File: config.mk
export PLATFORM = sky130hd
export DESIGN_NAME = instruction_word_decoder
export DESIGN_NICKNAME = d
export VERILOG_FILES = /design/src/rtl/instruction_word_decoder_pkg.sv /design/src/rtl/instruction_word_decoder.sv
export SDC_FILE = /design/constraint.sdc
export NUM_CORES = 1
export LEC_CHECK = 0
export ABC_AREA = 0
export BUFFER_PORTS_ARGS = -buffer_cell sky130_fd_sc_hd__clkbuf_2
export CAP_MARGIN = 20
export CORE_MARGIN = 3
export CORE_UTILIZATION = 44
export CTS_CLUSTER_SIZE = 16
export DETAILED_ROUTE_END_ITERATION = 12
export PLACE_DENSITY = 0.64
export REMOVE_ABC_BUFFERS = 1
export SLEW_MARGIN = 20
export SYNTH_ARGS = -nofsm -noshare
export SYNTH_HDL_FRONTEND = slang
export SYNTH_SLANG_ARGS = --single-unit
File: constraint.sdc
create_clock -name clk -period 7.46 [get_ports clk]
set_input_delay 0.373 -clock clk [delete_from_list [all_inputs] [get_ports clk]]
set_output_delay 0.373 -clock clk [all_outputs]
set_load 0.005 [all_outputs]
File: src/rtl/instruction_word_decoder_pkg.sv
/*
   Constants, register map and carrier types of the instruction word decoder.
   Assumes a 32-bit APB master and one synchronous clock domain.
*/
package instruction_word_decoder_pkg;

   // Instruction word field positions
   localparam int OPCODE_MSB     = 31;
   localparam int OPCODE_LSB     = 26;
   localparam int EFFECT_MSB     = 25;
   localparam int EFFECT_LSB     = 22;
   localparam int PREDICATE_MSB  = 21;
   localparam int PREDICATE_LSB  = 18;
   localparam int TARGET_MSB     = 17;
   localparam int TARGET_LSB     = 9;
   localparam int OPERAND_B_MSB  = 8;
   localparam int OPERAND_B_LSB  = 0;

   // Bit positions inside the effect flags field
   localparam int EFFECT_ZERO_BIT   = 3;
   localparam int EFFECT_CARRY_BIT  = 2;
   localparam int EFFECT_RESULT_BIT = 1;
   localparam int EFFECT_IMM_BIT    = 0;

   // Opcode that selects signed addition (value is a plain default)
   localparam logic [5:0] SIGNED_ADD_OP = 6'h01;

   // Predicate encoding that always executes
   localparam logic [3:0] PREDICATE_ALWAYS = 4'hf;

   // Register byte offsets
   localparam logic [11:0] OPERATION_CODE_FIELD_WORD_OFFSET   = 12'h000;
   localparam logic [11:0] TARGET_REGISTER_FIELD_OPERAND_OFFSET = 12'h004;
   localparam logic [11:0] SRC_OPERAND_OFFSET  = 12'h008;
   localparam logic [11:0] FLAGS_OFFSET        = 12'h00c;
   localparam logic [11:0] RESULT_OFFSET       = 12'h010;
   localparam logic [11:0] STATUS_OFFSET       = 12'h014;

   // Flag register bit positions
   localparam int FLAG_ZERO_BIT  = 0;
   localparam int FLAG_CARRY_BIT = 1;

   // Status register bit positions
   localparam int STATUS_EXECUTED_BIT = 0;
   localparam int STATUS_SKIPPED_BIT  = 1;
   localparam int STATUS_WROTE_BIT    = 2;
   localparam int STATUS_UNKNOWN_BIT  = 3;

   // Reset values
   localparam logic [31:0] OPERATION_CODE_FIELD_WORD_RESET = 32'h0000_0000;
   localparam logic [31:0] OPERAND_RESET    = 32'h0000_0000;
   localparam logic [31:0] RESULT_RESET     = 32'h0000_0000;
   localparam logic        FLAG_RESET       = 1'b0;

   // Decoded view of one instruction word
   typedef struct packed {
      logic [5:0] operation_code_field;
      logic [3:0] effect_flags_field;
      logic [3:0] predicate_field;
      logic [8:0] target_register_field;
      logic [8:0] operand_b_field;
   } decoded_fields_t;

   // Outcome of the last issued instruction
   typedef struct packed {
      logic unknown_op;
      logic wrote;
      logic skipped;
      logic executed;
   } exec_status_t;

   // Result write-back toward the register file
   typedef struct packed {
      logic        valid;
      logic [8:0]  addr;
      logic [31:0] data;
   } write_back_t;

endpackage

File: src/rtl/instruction_word_decoder.sv
/*
   Instruction word decoder with APB register access.
   Software loads operand values, then writes the instruction word, which
   is decoded, predicated and executed one clock later.
   Assumes an APB master on clk; write-back port feeds a register file.
*/
// Our own choices: the placing of the registers and the APB interface to the registers.
// Overview of operation
// - Operation code comes from bits 31 to 26 of the word.
// - Four effect bits sit at 25 to 22 below the opcode.
// - Four predicate bits at 21 to 18 give the execute condition.
// - Bits 17 to 9 address the destination and result register.
// - Bits 8 to 0 are source address or nine-bit literal.
// - Effect bits: zero write, carry write, result write, immediate.
// - A flag changes only when its write bit is one, or when software writes the flags register over APB.
// - Result is written to destination only when result bit is one.
// - Predicate all-ones means always execute.
// - Execute or skip by predicate against the current flags.
// - Skipped instruction changes neither flags nor destination.
// - Signed add sets zero flag exactly when the 32-bit sum is zero.
// - Signed add carry flag shows signed overflow; wrapped sum kept.
`timescale 1ns/1ns
module instruction_word_decoder
   import instruction_word_decoder_pkg::*;
(
   // Clock and reset
   input  wire logic        clk,
   input  wire logic        rst_n,
   // APB slave
   input  wire logic        psel,
   input  wire logic        penable,
   input  wire logic        pwrite,
   input  wire logic [11:0] paddr,
   input  wire logic [31:0] pwdata,
   output logic             pready,
   output logic [31:0]      prdata,
   output logic             pslverr,
   // Decoded fields of the last issued word
   output decoded_fields_t  decoded,
   // Result write-back toward the register file
   output write_back_t      write_back,
   // Flags
   output logic             zero_flag,
   output logic             carry_flag
);

   // Bus state
   logic             pready_reg;
   logic             pready_next;
   logic [31:0]      prdata_reg;
   logic [31:0]      prdata_next;
   logic             pslverr_reg;
   logic             pslverr_next;

   // Software-visible state
   logic [31:0]      operation_code_field_reg;
   logic [31:0]      operation_code_field_next;
   logic [31:0]      target_register_field_operand_reg;
   logic [31:0]      target_register_field_operand_next;
   logic [31:0]      src_operand_reg;
   logic [31:0]      src_operand_next;
   logic [31:0]      result_reg;
   logic [31:0]      result_next;
   logic             zero_reg;
   logic             zero_next;
   logic             carry_reg;
   logic             carry_next;
   exec_status_t     status_reg;
   exec_status_t     status_next;
   logic             issue_reg;
   logic             issue_next;

   // Decode and write-back state
   decoded_fields_t  decoded_reg;
   decoded_fields_t  decoded_next;
   write_back_t      write_back_reg;
   write_back_t      write_back_next;

   // Execution helpers
   decoded_fields_t  fields;
   logic [31:0]      operand_b;
   logic [31:0]      sum;
   logic             overflow;
   logic             predicate_met;
   logic             is_add;
   logic             access;
   logic             setup;
   logic             mapped;

   assign setup  = psel && !penable;
   assign access = psel && penable && pready_reg;

   // Field extraction from the instruction word
   always_comb
   begin
      fields.operation_code_field  = operation_code_field_reg[OPCODE_MSB:OPCODE_LSB];
      fields.effect_flags_field    = operation_code_field_reg[EFFECT_MSB:EFFECT_LSB];
      fields.predicate_field       = operation_code_field_reg[PREDICATE_MSB:PREDICATE_LSB];
      fields.target_register_field = operation_code_field_reg[TARGET_MSB:TARGET_LSB];
      fields.operand_b_field       = operation_code_field_reg[OPERAND_B_MSB:OPERAND_B_LSB];
   end

   // Source is a zero-extended literal or the addressed register value
   always_comb
   begin
      if (fields.effect_flags_field[EFFECT_IMM_BIT])
      begin
         operand_b = {23'h000000, fields.operand_b_field};
      end
      else
      begin
         operand_b = src_operand_reg;
      end
   end

   // Predicate is a truth table indexed by {carry, zero}
   always_comb
   begin
      if (fields.predicate_field == PREDICATE_ALWAYS)
      begin
         predicate_met = 1'b1;
      end
      else
      begin
         predicate_met = fields.predicate_field[{carry_reg, zero_reg}];
      end
   end

   // Signed addition, wrapped to 32 bits
   always_comb
   begin
      sum      = 32'(target_register_field_operand_reg + operand_b);
      overflow = (target_register_field_operand_reg[31] == operand_b[31])
                 && (sum[31] != target_register_field_operand_reg[31]);
      is_add   = (fields.operation_code_field == SIGNED_ADD_OP);
   end

   // Register address decode
   always_comb
   begin
      case (paddr)
         OPERATION_CODE_FIELD_WORD_OFFSET,
         TARGET_REGISTER_FIELD_OPERAND_OFFSET,
         SRC_OPERAND_OFFSET,
         FLAGS_OFFSET,
         RESULT_OFFSET,
         STATUS_OFFSET: mapped = 1'b1;
         default:       mapped = 1'b0;
      endcase
   end

   // APB answer: ready one cycle after setup, read data captured at setup
   always_comb
   begin
      pready_next  = setup;
      pslverr_next = setup && !mapped;
      prdata_next  = prdata_reg;
      if (setup)
      begin
         case (paddr)
            OPERATION_CODE_FIELD_WORD_OFFSET:   prdata_next = operation_code_field_reg;
            TARGET_REGISTER_FIELD_OPERAND_OFFSET: prdata_next = target_register_field_operand_reg;
            SRC_OPERAND_OFFSET:  prdata_next = src_operand_reg;
            FLAGS_OFFSET:        prdata_next = {30'h00000000, carry_reg, zero_reg};
            RESULT_OFFSET:       prdata_next = result_reg;
            STATUS_OFFSET:       prdata_next = {28'h0000000, status_reg};
            default:             prdata_next = 32'h0000_0000;
         endcase
      end
   end

   // Instruction and operand writes land at the access edge
   always_comb
   begin
      operation_code_field_next        = operation_code_field_reg;
      target_register_field_operand_next = target_register_field_operand_reg;
      src_operand_next  = src_operand_reg;
      issue_next        = 1'b0;
      if (access && pwrite)
      begin
         case (paddr)
            OPERATION_CODE_FIELD_WORD_OFFSET:
            begin
               operation_code_field_next = pwdata;
               issue_next = 1'b1;
            end
            TARGET_REGISTER_FIELD_OPERAND_OFFSET: target_register_field_operand_next = pwdata;
            SRC_OPERAND_OFFSET:  src_operand_next  = pwdata;
            default:             ;
         endcase
      end
   end

   // Execution of the issued word one clock after its write
   always_comb
   begin
      zero_next             = zero_reg;
      carry_next            = carry_reg;
      result_next           = result_reg;
      status_next           = status_reg;
      decoded_next          = decoded_reg;
      write_back_next       = write_back_reg;
      write_back_next.valid = 1'b0;
      if (access && pwrite && (paddr == FLAGS_OFFSET))
      begin
         zero_next  = pwdata[FLAG_ZERO_BIT];
         carry_next = pwdata[FLAG_CARRY_BIT];
      end
      if (issue_reg)
      begin
         decoded_next = fields;
         status_next  = '0;
         if (!predicate_met)
         begin
            status_next.skipped = 1'b1;
         end
         else if (!is_add)
         begin
            status_next.executed   = 1'b1;
            status_next.unknown_op = 1'b1;
         end
         else
         begin
            status_next.executed = 1'b1;
            if (fields.effect_flags_field[EFFECT_ZERO_BIT])
            begin
               zero_next = (sum == 32'h0000_0000);
            end
            if (fields.effect_flags_field[EFFECT_CARRY_BIT])
            begin
               carry_next = overflow;
            end
            if (fields.effect_flags_field[EFFECT_RESULT_BIT])
            begin
               result_next           = sum;
               status_next.wrote     = 1'b1;
               write_back_next.valid = 1'b1;
               write_back_next.addr  = fields.target_register_field;
               write_back_next.data  = sum;
            end
         end
      end
   end

   // Bus answer registers
   always_ff @(posedge clk or negedge rst_n)
   begin
      if (!rst_n)
      begin
         pready_reg  <= 1'b0;
         prdata_reg  <= 32'h0000_0000;
         pslverr_reg <= 1'b0;
      end
      else
      begin
         pready_reg  <= pready_next;
         prdata_reg  <= prdata_next;
         pslverr_reg <= pslverr_next;
      end
   end

   // Instruction word and operand registers
   always_ff @(posedge clk or negedge rst_n)
   begin
      if (!rst_n)
      begin
         operation_code_field_reg        <= OPERATION_CODE_FIELD_WORD_RESET;
         target_register_field_operand_reg <= OPERAND_RESET;
         src_operand_reg  <= OPERAND_RESET;
         issue_reg        <= 1'b0;
      end
      else
      begin
         operation_code_field_reg        <= operation_code_field_next;
         target_register_field_operand_reg <= target_register_field_operand_next;
         src_operand_reg  <= src_operand_next;
         issue_reg        <= issue_next;
      end
   end

   // Execution outcome registers
   always_ff @(posedge clk or negedge rst_n)
   begin
      if (!rst_n)
      begin
         result_reg     <= RESULT_RESET;
         zero_reg       <= FLAG_RESET;
         carry_reg      <= FLAG_RESET;
         status_reg     <= '0;
         decoded_reg    <= '0;
         write_back_reg <= '0;
      end
      else
      begin
         result_reg     <= result_next;
         zero_reg       <= zero_next;
         carry_reg      <= carry_next;
         status_reg     <= status_next;
         decoded_reg    <= decoded_next;
         write_back_reg <= write_back_next;
      end
   end

   assign pready     = pready_reg;
   assign prdata     = prdata_reg;
   assign pslverr    = pslverr_reg;
   assign decoded    = decoded_reg;
   assign write_back = write_back_reg;
   assign zero_flag  = zero_reg;
   assign carry_flag = carry_reg;

endmodule

# After elaboration in Yosys (flattened, before gate mapping)
# Cells that the tools add are included.
dict set report totals {
  output_inout_bits 110
  elab_cells 76
  ff_bits 211
  in_bits 49
}
dict set report op_classes {
  n_lt_le_gt_ge 1
  n_reduce_logical 16
  muxes 28
  addsub 1
  n_eq_ne 9
}
# op n
set ops {}
lappend ops {{$pmux 32 s6} 1}
lappend ops {{$mux 42} 4}
lappend ops {{$add 32x32->32} 1}
lappend ops {{$logic_not 32->1} 1}
lappend ops {{$mux 32} 1}
lappend ops {{$eq 12x4->1 const B} 2}
lappend ops {{$eq 12x5->1 const B} 2}
lappend ops {{$mux 1} 20}
lappend ops {{$eq 12x3->1 const B} 1}
lappend ops {{$logic_not 12->1} 1}
lappend ops {{$logic_and 1x1->1} 7}
lappend ops {{$eq 6x1->1 const B} 1}
lappend ops {{$reduce_and 2->1} 3}
lappend ops {{$reduce_or 6->1} 1}
lappend ops {{$eq 4x4->1 const B} 1}
lappend ops {{$reduce_and 4->1} 1}
lappend ops {{$lt 2x3->1 const B} 1}
lappend ops {{$bmux 1 s2} 1}
lappend ops {{$logic_not 1->1} 2}
lappend ops {{$mux 2} 1}
lappend ops {{$eq 1x1->1} 1}
lappend ops {{$ne 1x1->1} 1}

# Depth between registers and ports, before layout
dict set report logic_depth {
  word_depth 9
  ltp_mapped 14
  mapped_depth_nobuf 13
}

# Least setup slack after synthesis
# Ideal clock, no wire load.
dict set report synth_timing {
  path_type {flip-flop to flip-flop}
  startpoint {register operation_code_field_reg[22], in the netlist fields[22]}
  endpoint {register zero_reg, in the netlist zero_flag}
  path_buffers 2
  required_time_ns 7.384
  arrival_ns 3.407
  slack_ns 3.976
  path_stages_with_launch 14
  setup_ns 0.076
  period_less_slack_ns 3.484
  cell_sequence {dfrtp_1 > clkbuf_1 > clkbuf_1 > mux2_2 > ha_1 > a21o_1 > o21ai_0 > a21o_1 > a31oi_1 > a2111o_1 > a21o_4 > a2111oi_2 > nand4_1 > o21ai_1}
}
dict set report synth_via {
  elab_chain_cells 7
}
# element line
set synth_lines {}
lappend synth_lines {{start: declaration} instruction_word_decoder.sv:56} ;# logic [31:0] operation_code_field_reg;
lappend synth_lines {{start signal: assignment} instruction_word_decoder.sv:274} ;# operation_code_field_reg <= operation_code_field_next;
lappend synth_lines {{$mux 32} instruction_word_decoder.sv:106} ;# if (fields.effect_flags_field[EFFECT_IMM_BIT])
lappend synth_lines {{$add 32x32->32} instruction_word_decoder.sv:132} ;# sum = 32'(target_register_field_operand_reg + operand_b);
lappend synth_lines {{$logic_not 32->1} instruction_word_decoder.sv:227} ;# zero_next = (sum == 32'h0000_0000);
lappend synth_lines {{$mux 1} instruction_word_decoder.sv:225} ;# if (fields.effect_flags_field[EFFECT_ZERO_BIT])
lappend synth_lines {{$mux 1} instruction_word_decoder.sv:217} ;# else if (!is_add)
lappend synth_lines {{$mux 1} instruction_word_decoder.sv:213} ;# if (!predicate_met)
lappend synth_lines {{$mux 1} instruction_word_decoder.sv:209} ;# if (issue_reg)
lappend synth_lines {{named net zero_next} instruction_word_decoder.sv:65} ;# logic zero_next;
lappend synth_lines {{end signal: assignment} instruction_word_decoder.sv:296} ;# zero_reg <= zero_next;
lappend synth_lines {{end: declaration} instruction_word_decoder.sv:64} ;# logic zero_reg;
# The timed path passes the listed nets, and every way through them passes these cells.
# A chain may end at the register's enable or synchronous reset.

# Worst setup path after layout
# Ends and elaborated chain as after synthesis.

==> flow_summary.json <==
{
  "status": "finished, final reports clean",
  "nFillCells": 2164,
  "start_util": 0.451,
  "path_cells": "buf_4, mux2_2, ha_1, inv_1, fa_1, nand2b_1, a21oi_1, o211ai_2, a31oi_1, a21oi_1, xnor2_1, nor4_1, nand4_1, o21ai_1",
  "drcViolationCount": 0,
  "cts.sinks": 211,
  "clkPwrFrac": 0.490,
  "finalCritPeriodShare": 0.556,
  "overflow": 0,
  "fp.dieW_um": 162,
  "r2r_cells": 14,
  "seqPwrFrac": 0.488,
  "worst-path-buf-inv": 2,
  "wl_per_cell_um": 19.9,
  "cts_tree": "yes",
  "finalHoldViolCount": 0,
  "cp_data_required_time_ns": 7.89,
  "instances_no_fill": 1486,
  "post_cts_resized": 0,
  "io_pins": 159,
  "fin_skew_ns": 0.0149,
  "worstSkewPairLatency_ns": 0.51,
  "fin_tns_setup_ns": 0,
  "yosys_register_bits": 211,
  "cp_top_family": "compound AO/OA/AOI/OAI gates",
  "post-dp-hpwl_um": 20000,
  "synthesis.area_mm2": 0.0107,
  "synth.most_common_cell": "nand2_1",
  "synth_warnings": 0,
  "p_sw_frac": 0.214,
  "min_path_type": "input port to register",
  "holdPathEnd": "fields[16]$_DFFE_PN0P_",
  "finalSetupViolations": 0,
  "vias": 8379,
  "fin_nets": 1233,
  "grt.total_usage": 0.225,
  "slowest_delay_ns": 0.64,
  "synth_edf_count": 0,
  "ant_nets": 0,
  "drt_pre_antenna_iters": 8,
  "grt_max_degree": 90,
  "synth_ff_type": "dfrtp_1",
  "r2r_setup_slack_ns": 3.31,
  "port-buffer-count": 158,
  "antenna_cells": 0,
  "p_int_w": 0.00185,
  "grt_pass1_vias": 8431,
  "critPathMaxFanout": 22,
  "comb_power_share": 0.022,
  "slew_viol_final": 0,
  "worstHoldStart": "pwdata[16]",
  "clk_pin_slew_ns": 0.06,
  "post-cts-setup-buffer-count": 0,
  "synth_top_area_share": 0.495,
  "power_density_mw_per_mm2": 187,
  "ys_seq_area_frac": 0.495,
  "synthTopCellsByCount": "nand2_1, dfrtp_1, mux2_2",
  "synth_area_leaders": "dfrtp_1, mux2_2, nand2_1",
  "coreArea_mm2": 0.0236,
  "dp_cells": 1445,
  "ir_worst_vdd_uv": 119,
  "p_total_w": 0.00235,
  "gp_congestion": 0.846,
  "root_buffer": "clkbuf_16",
  "setup_ws_ns": 3.31,
  "syn-mean-instance-area_um2": 10.6,
  "rsz0062_at_grt": "false",
  "syn_to_final_growth_pct": 17.5,
  "synth_cell_type_count": 73,
  "slew_headroom": 0.403,
  "die_area_mm2": 0.0261,
  "cp_common_cell": "a21oi_1",
  "cp_slowest_cell": "dfrtp_1",
  "grt_pass1_wl_um": 47600,
  "fp.dieH_um": 162,
  "period_needed_ns": 4.15,
  "drive_above_1_share": 0.295,
  "drt-vias-per-instance": 5.64,
  "synthCells": 1009,
  "crit_type": "register to register",
  "antenna_found_initial": 0,
  "startpoint_type": "register",
  "wl_um": 29600,
  "power.leakage_nw": 6.62,
  "fmax_mhz": 241,
  "synth_top_cell_by_area": "dfrtp_1",
  "first_iter_violations": 680,
  "r2r_start": "fields[22]$_DFFE_PN0P_",
  "end_kind": "register",
  "rows": 56,
  "arrival_ns": 4.58,
  "r2r_end": "zero_flag$_DFF_PN0_",
  "ys_async_sr_fraction": 1.00,
  "worstMarginPinSlew_ns": 0.893,
  "htreeDepth": 1,
  "power.switching_w": 0.000502,
  "clk_path_buf_depth": 3,
  "place_ws_ns": 3.32,
  "maxCapViolCount": 0,
  "hold_depth": 3,
  "cts_made_buffers": 23
}
==> cells in the final DEF (no fill, tap or decap), types with 25 or more instances in the layout <==
cell      netlist  routed
a21oi_1        29      29
a222oi_1       30      30
a22o_1         33      33
clkbuf_2        0     157
dfrtp_1       211     210
ha_1           31      31
mux2_2        116     116
nand2_1       244     244
nor2_1         26      25
nor2b_1        29      29
o21ai_0        28      28
==> how the worst max path moves through the flow <==
stage | from | endpoint | slack (ns) | cells past startpoint
6_report | fields[22]$_DFFE_PN0P_ | zero_flag$_DFF_PN0_ | 3.31 | 14
5_1_grt | fields[22]$_DFFE_PN0P_ | zero_flag$_DFF_PN0_ | 2.93 | 14
4_1_cts | fields[22]$_DFFE_PN0P_ | zero_flag$_DFF_PN0_ | 3.28 | 12
3_5_place_dp | fields[22]$_DFFE_PN0P_ | zero_flag$_DFF_PN0_ | 3.32 | 12
3_3_place_gp | fields[22]$_DFFE_PN0P_ | zero_flag$_DFF_PN0_ | 3.53 | 14
2_1_floorplan | paddr[7] | src_operand_reg[0]$_DFFE_PN0P_ | 2.92 | 4
==> routing by layer <==
layer  routed length, um  GRT usage  vias to the layer above
met5                   0          0                        -
met4                 348     0.0411                        0
met3                1630     0.0329                       27
met2               13500      0.362                      229
met1               14200      0.329                     4192
li1                    -          -                     3931
==> worst reg2reg max path, cell delays in order, from the launching register on <==
cell	delay [ns]
dfrtp_1	0.64
buf_4	0.40
mux2_2	0.22
ha_1	0.18
inv_1	0.06
fa_1	0.40
nand2b_1	0.18
a21oi_1	0.39
o211ai_2	0.16
a31oi_1	0.38
a21oi_1	0.16
xnor2_1	0.18
nor4_1	0.40
nand4_1	0.15
o21ai_1	0.17
==> kinds of logic (layout without fill, tap and decap cells) <==
family | count (synthesis) | count (layout) | synth area share
AND/OR/NAND/NOR | 362 | 362 | 0.151
flip-flops | 211 | 211 | 0.495
AO/OA/AOI/OAI | 191 | 191 | 0.140
multiplexers | 121 | 121 | 0.129
buffers and inverters | 67 | 225 | 0.0264
adder cells (fa/ha/maj) | 32 | 32 | 0.0383
XOR/XNOR | 25 | 25 | 0.0205
==> power groups by stage <==
stage	combinational (W)	clock, W	sequential, W
floorplan	0.00000450	0	0.00117
global placement	0.0000528	0	0.00117
detailed placement	0.0000533	0	0.00117
CTS	0.0000538	0.00117	0.00115
global route	0.0000591	0.00122	0.00114
finish	0.0000522	0.00115	0.00115
==> through the flow <==
step / hold slack, ns / area [um^2] / util
detailed placement: 0.443 / 11800 / 0.498
finish: 0.0834 / 12500 / 0.530
global placement: 0.446 / 11800 / 0.498
CTS: 0.0601 / 12500 / 0.530
floorplan: 0.0774 / 10400 / -
global route: 0.0817 / 12500 / 0.530
==> what timing repair did <==
item | in CTS | in global routing
hold buffers | 1 | 0
endpoints found under the setup margin | 0 | 0
hold endpoints to repair | 87 | 0
==> area by class of cell <==
cell class	instances	area (um^2)	share of cell area
clock inverter	4	73.8	0.00589
multi-input combinational	731	5130	0.410
clock buffer	36	674	0.0538
tap	319	399	0.0319
timing repair buffer	173	916	0.0731
inverter	12	45.0	0.00360
sequential	211	5280	0.422
Note: power is estimated with default switching activity, not from simulation.
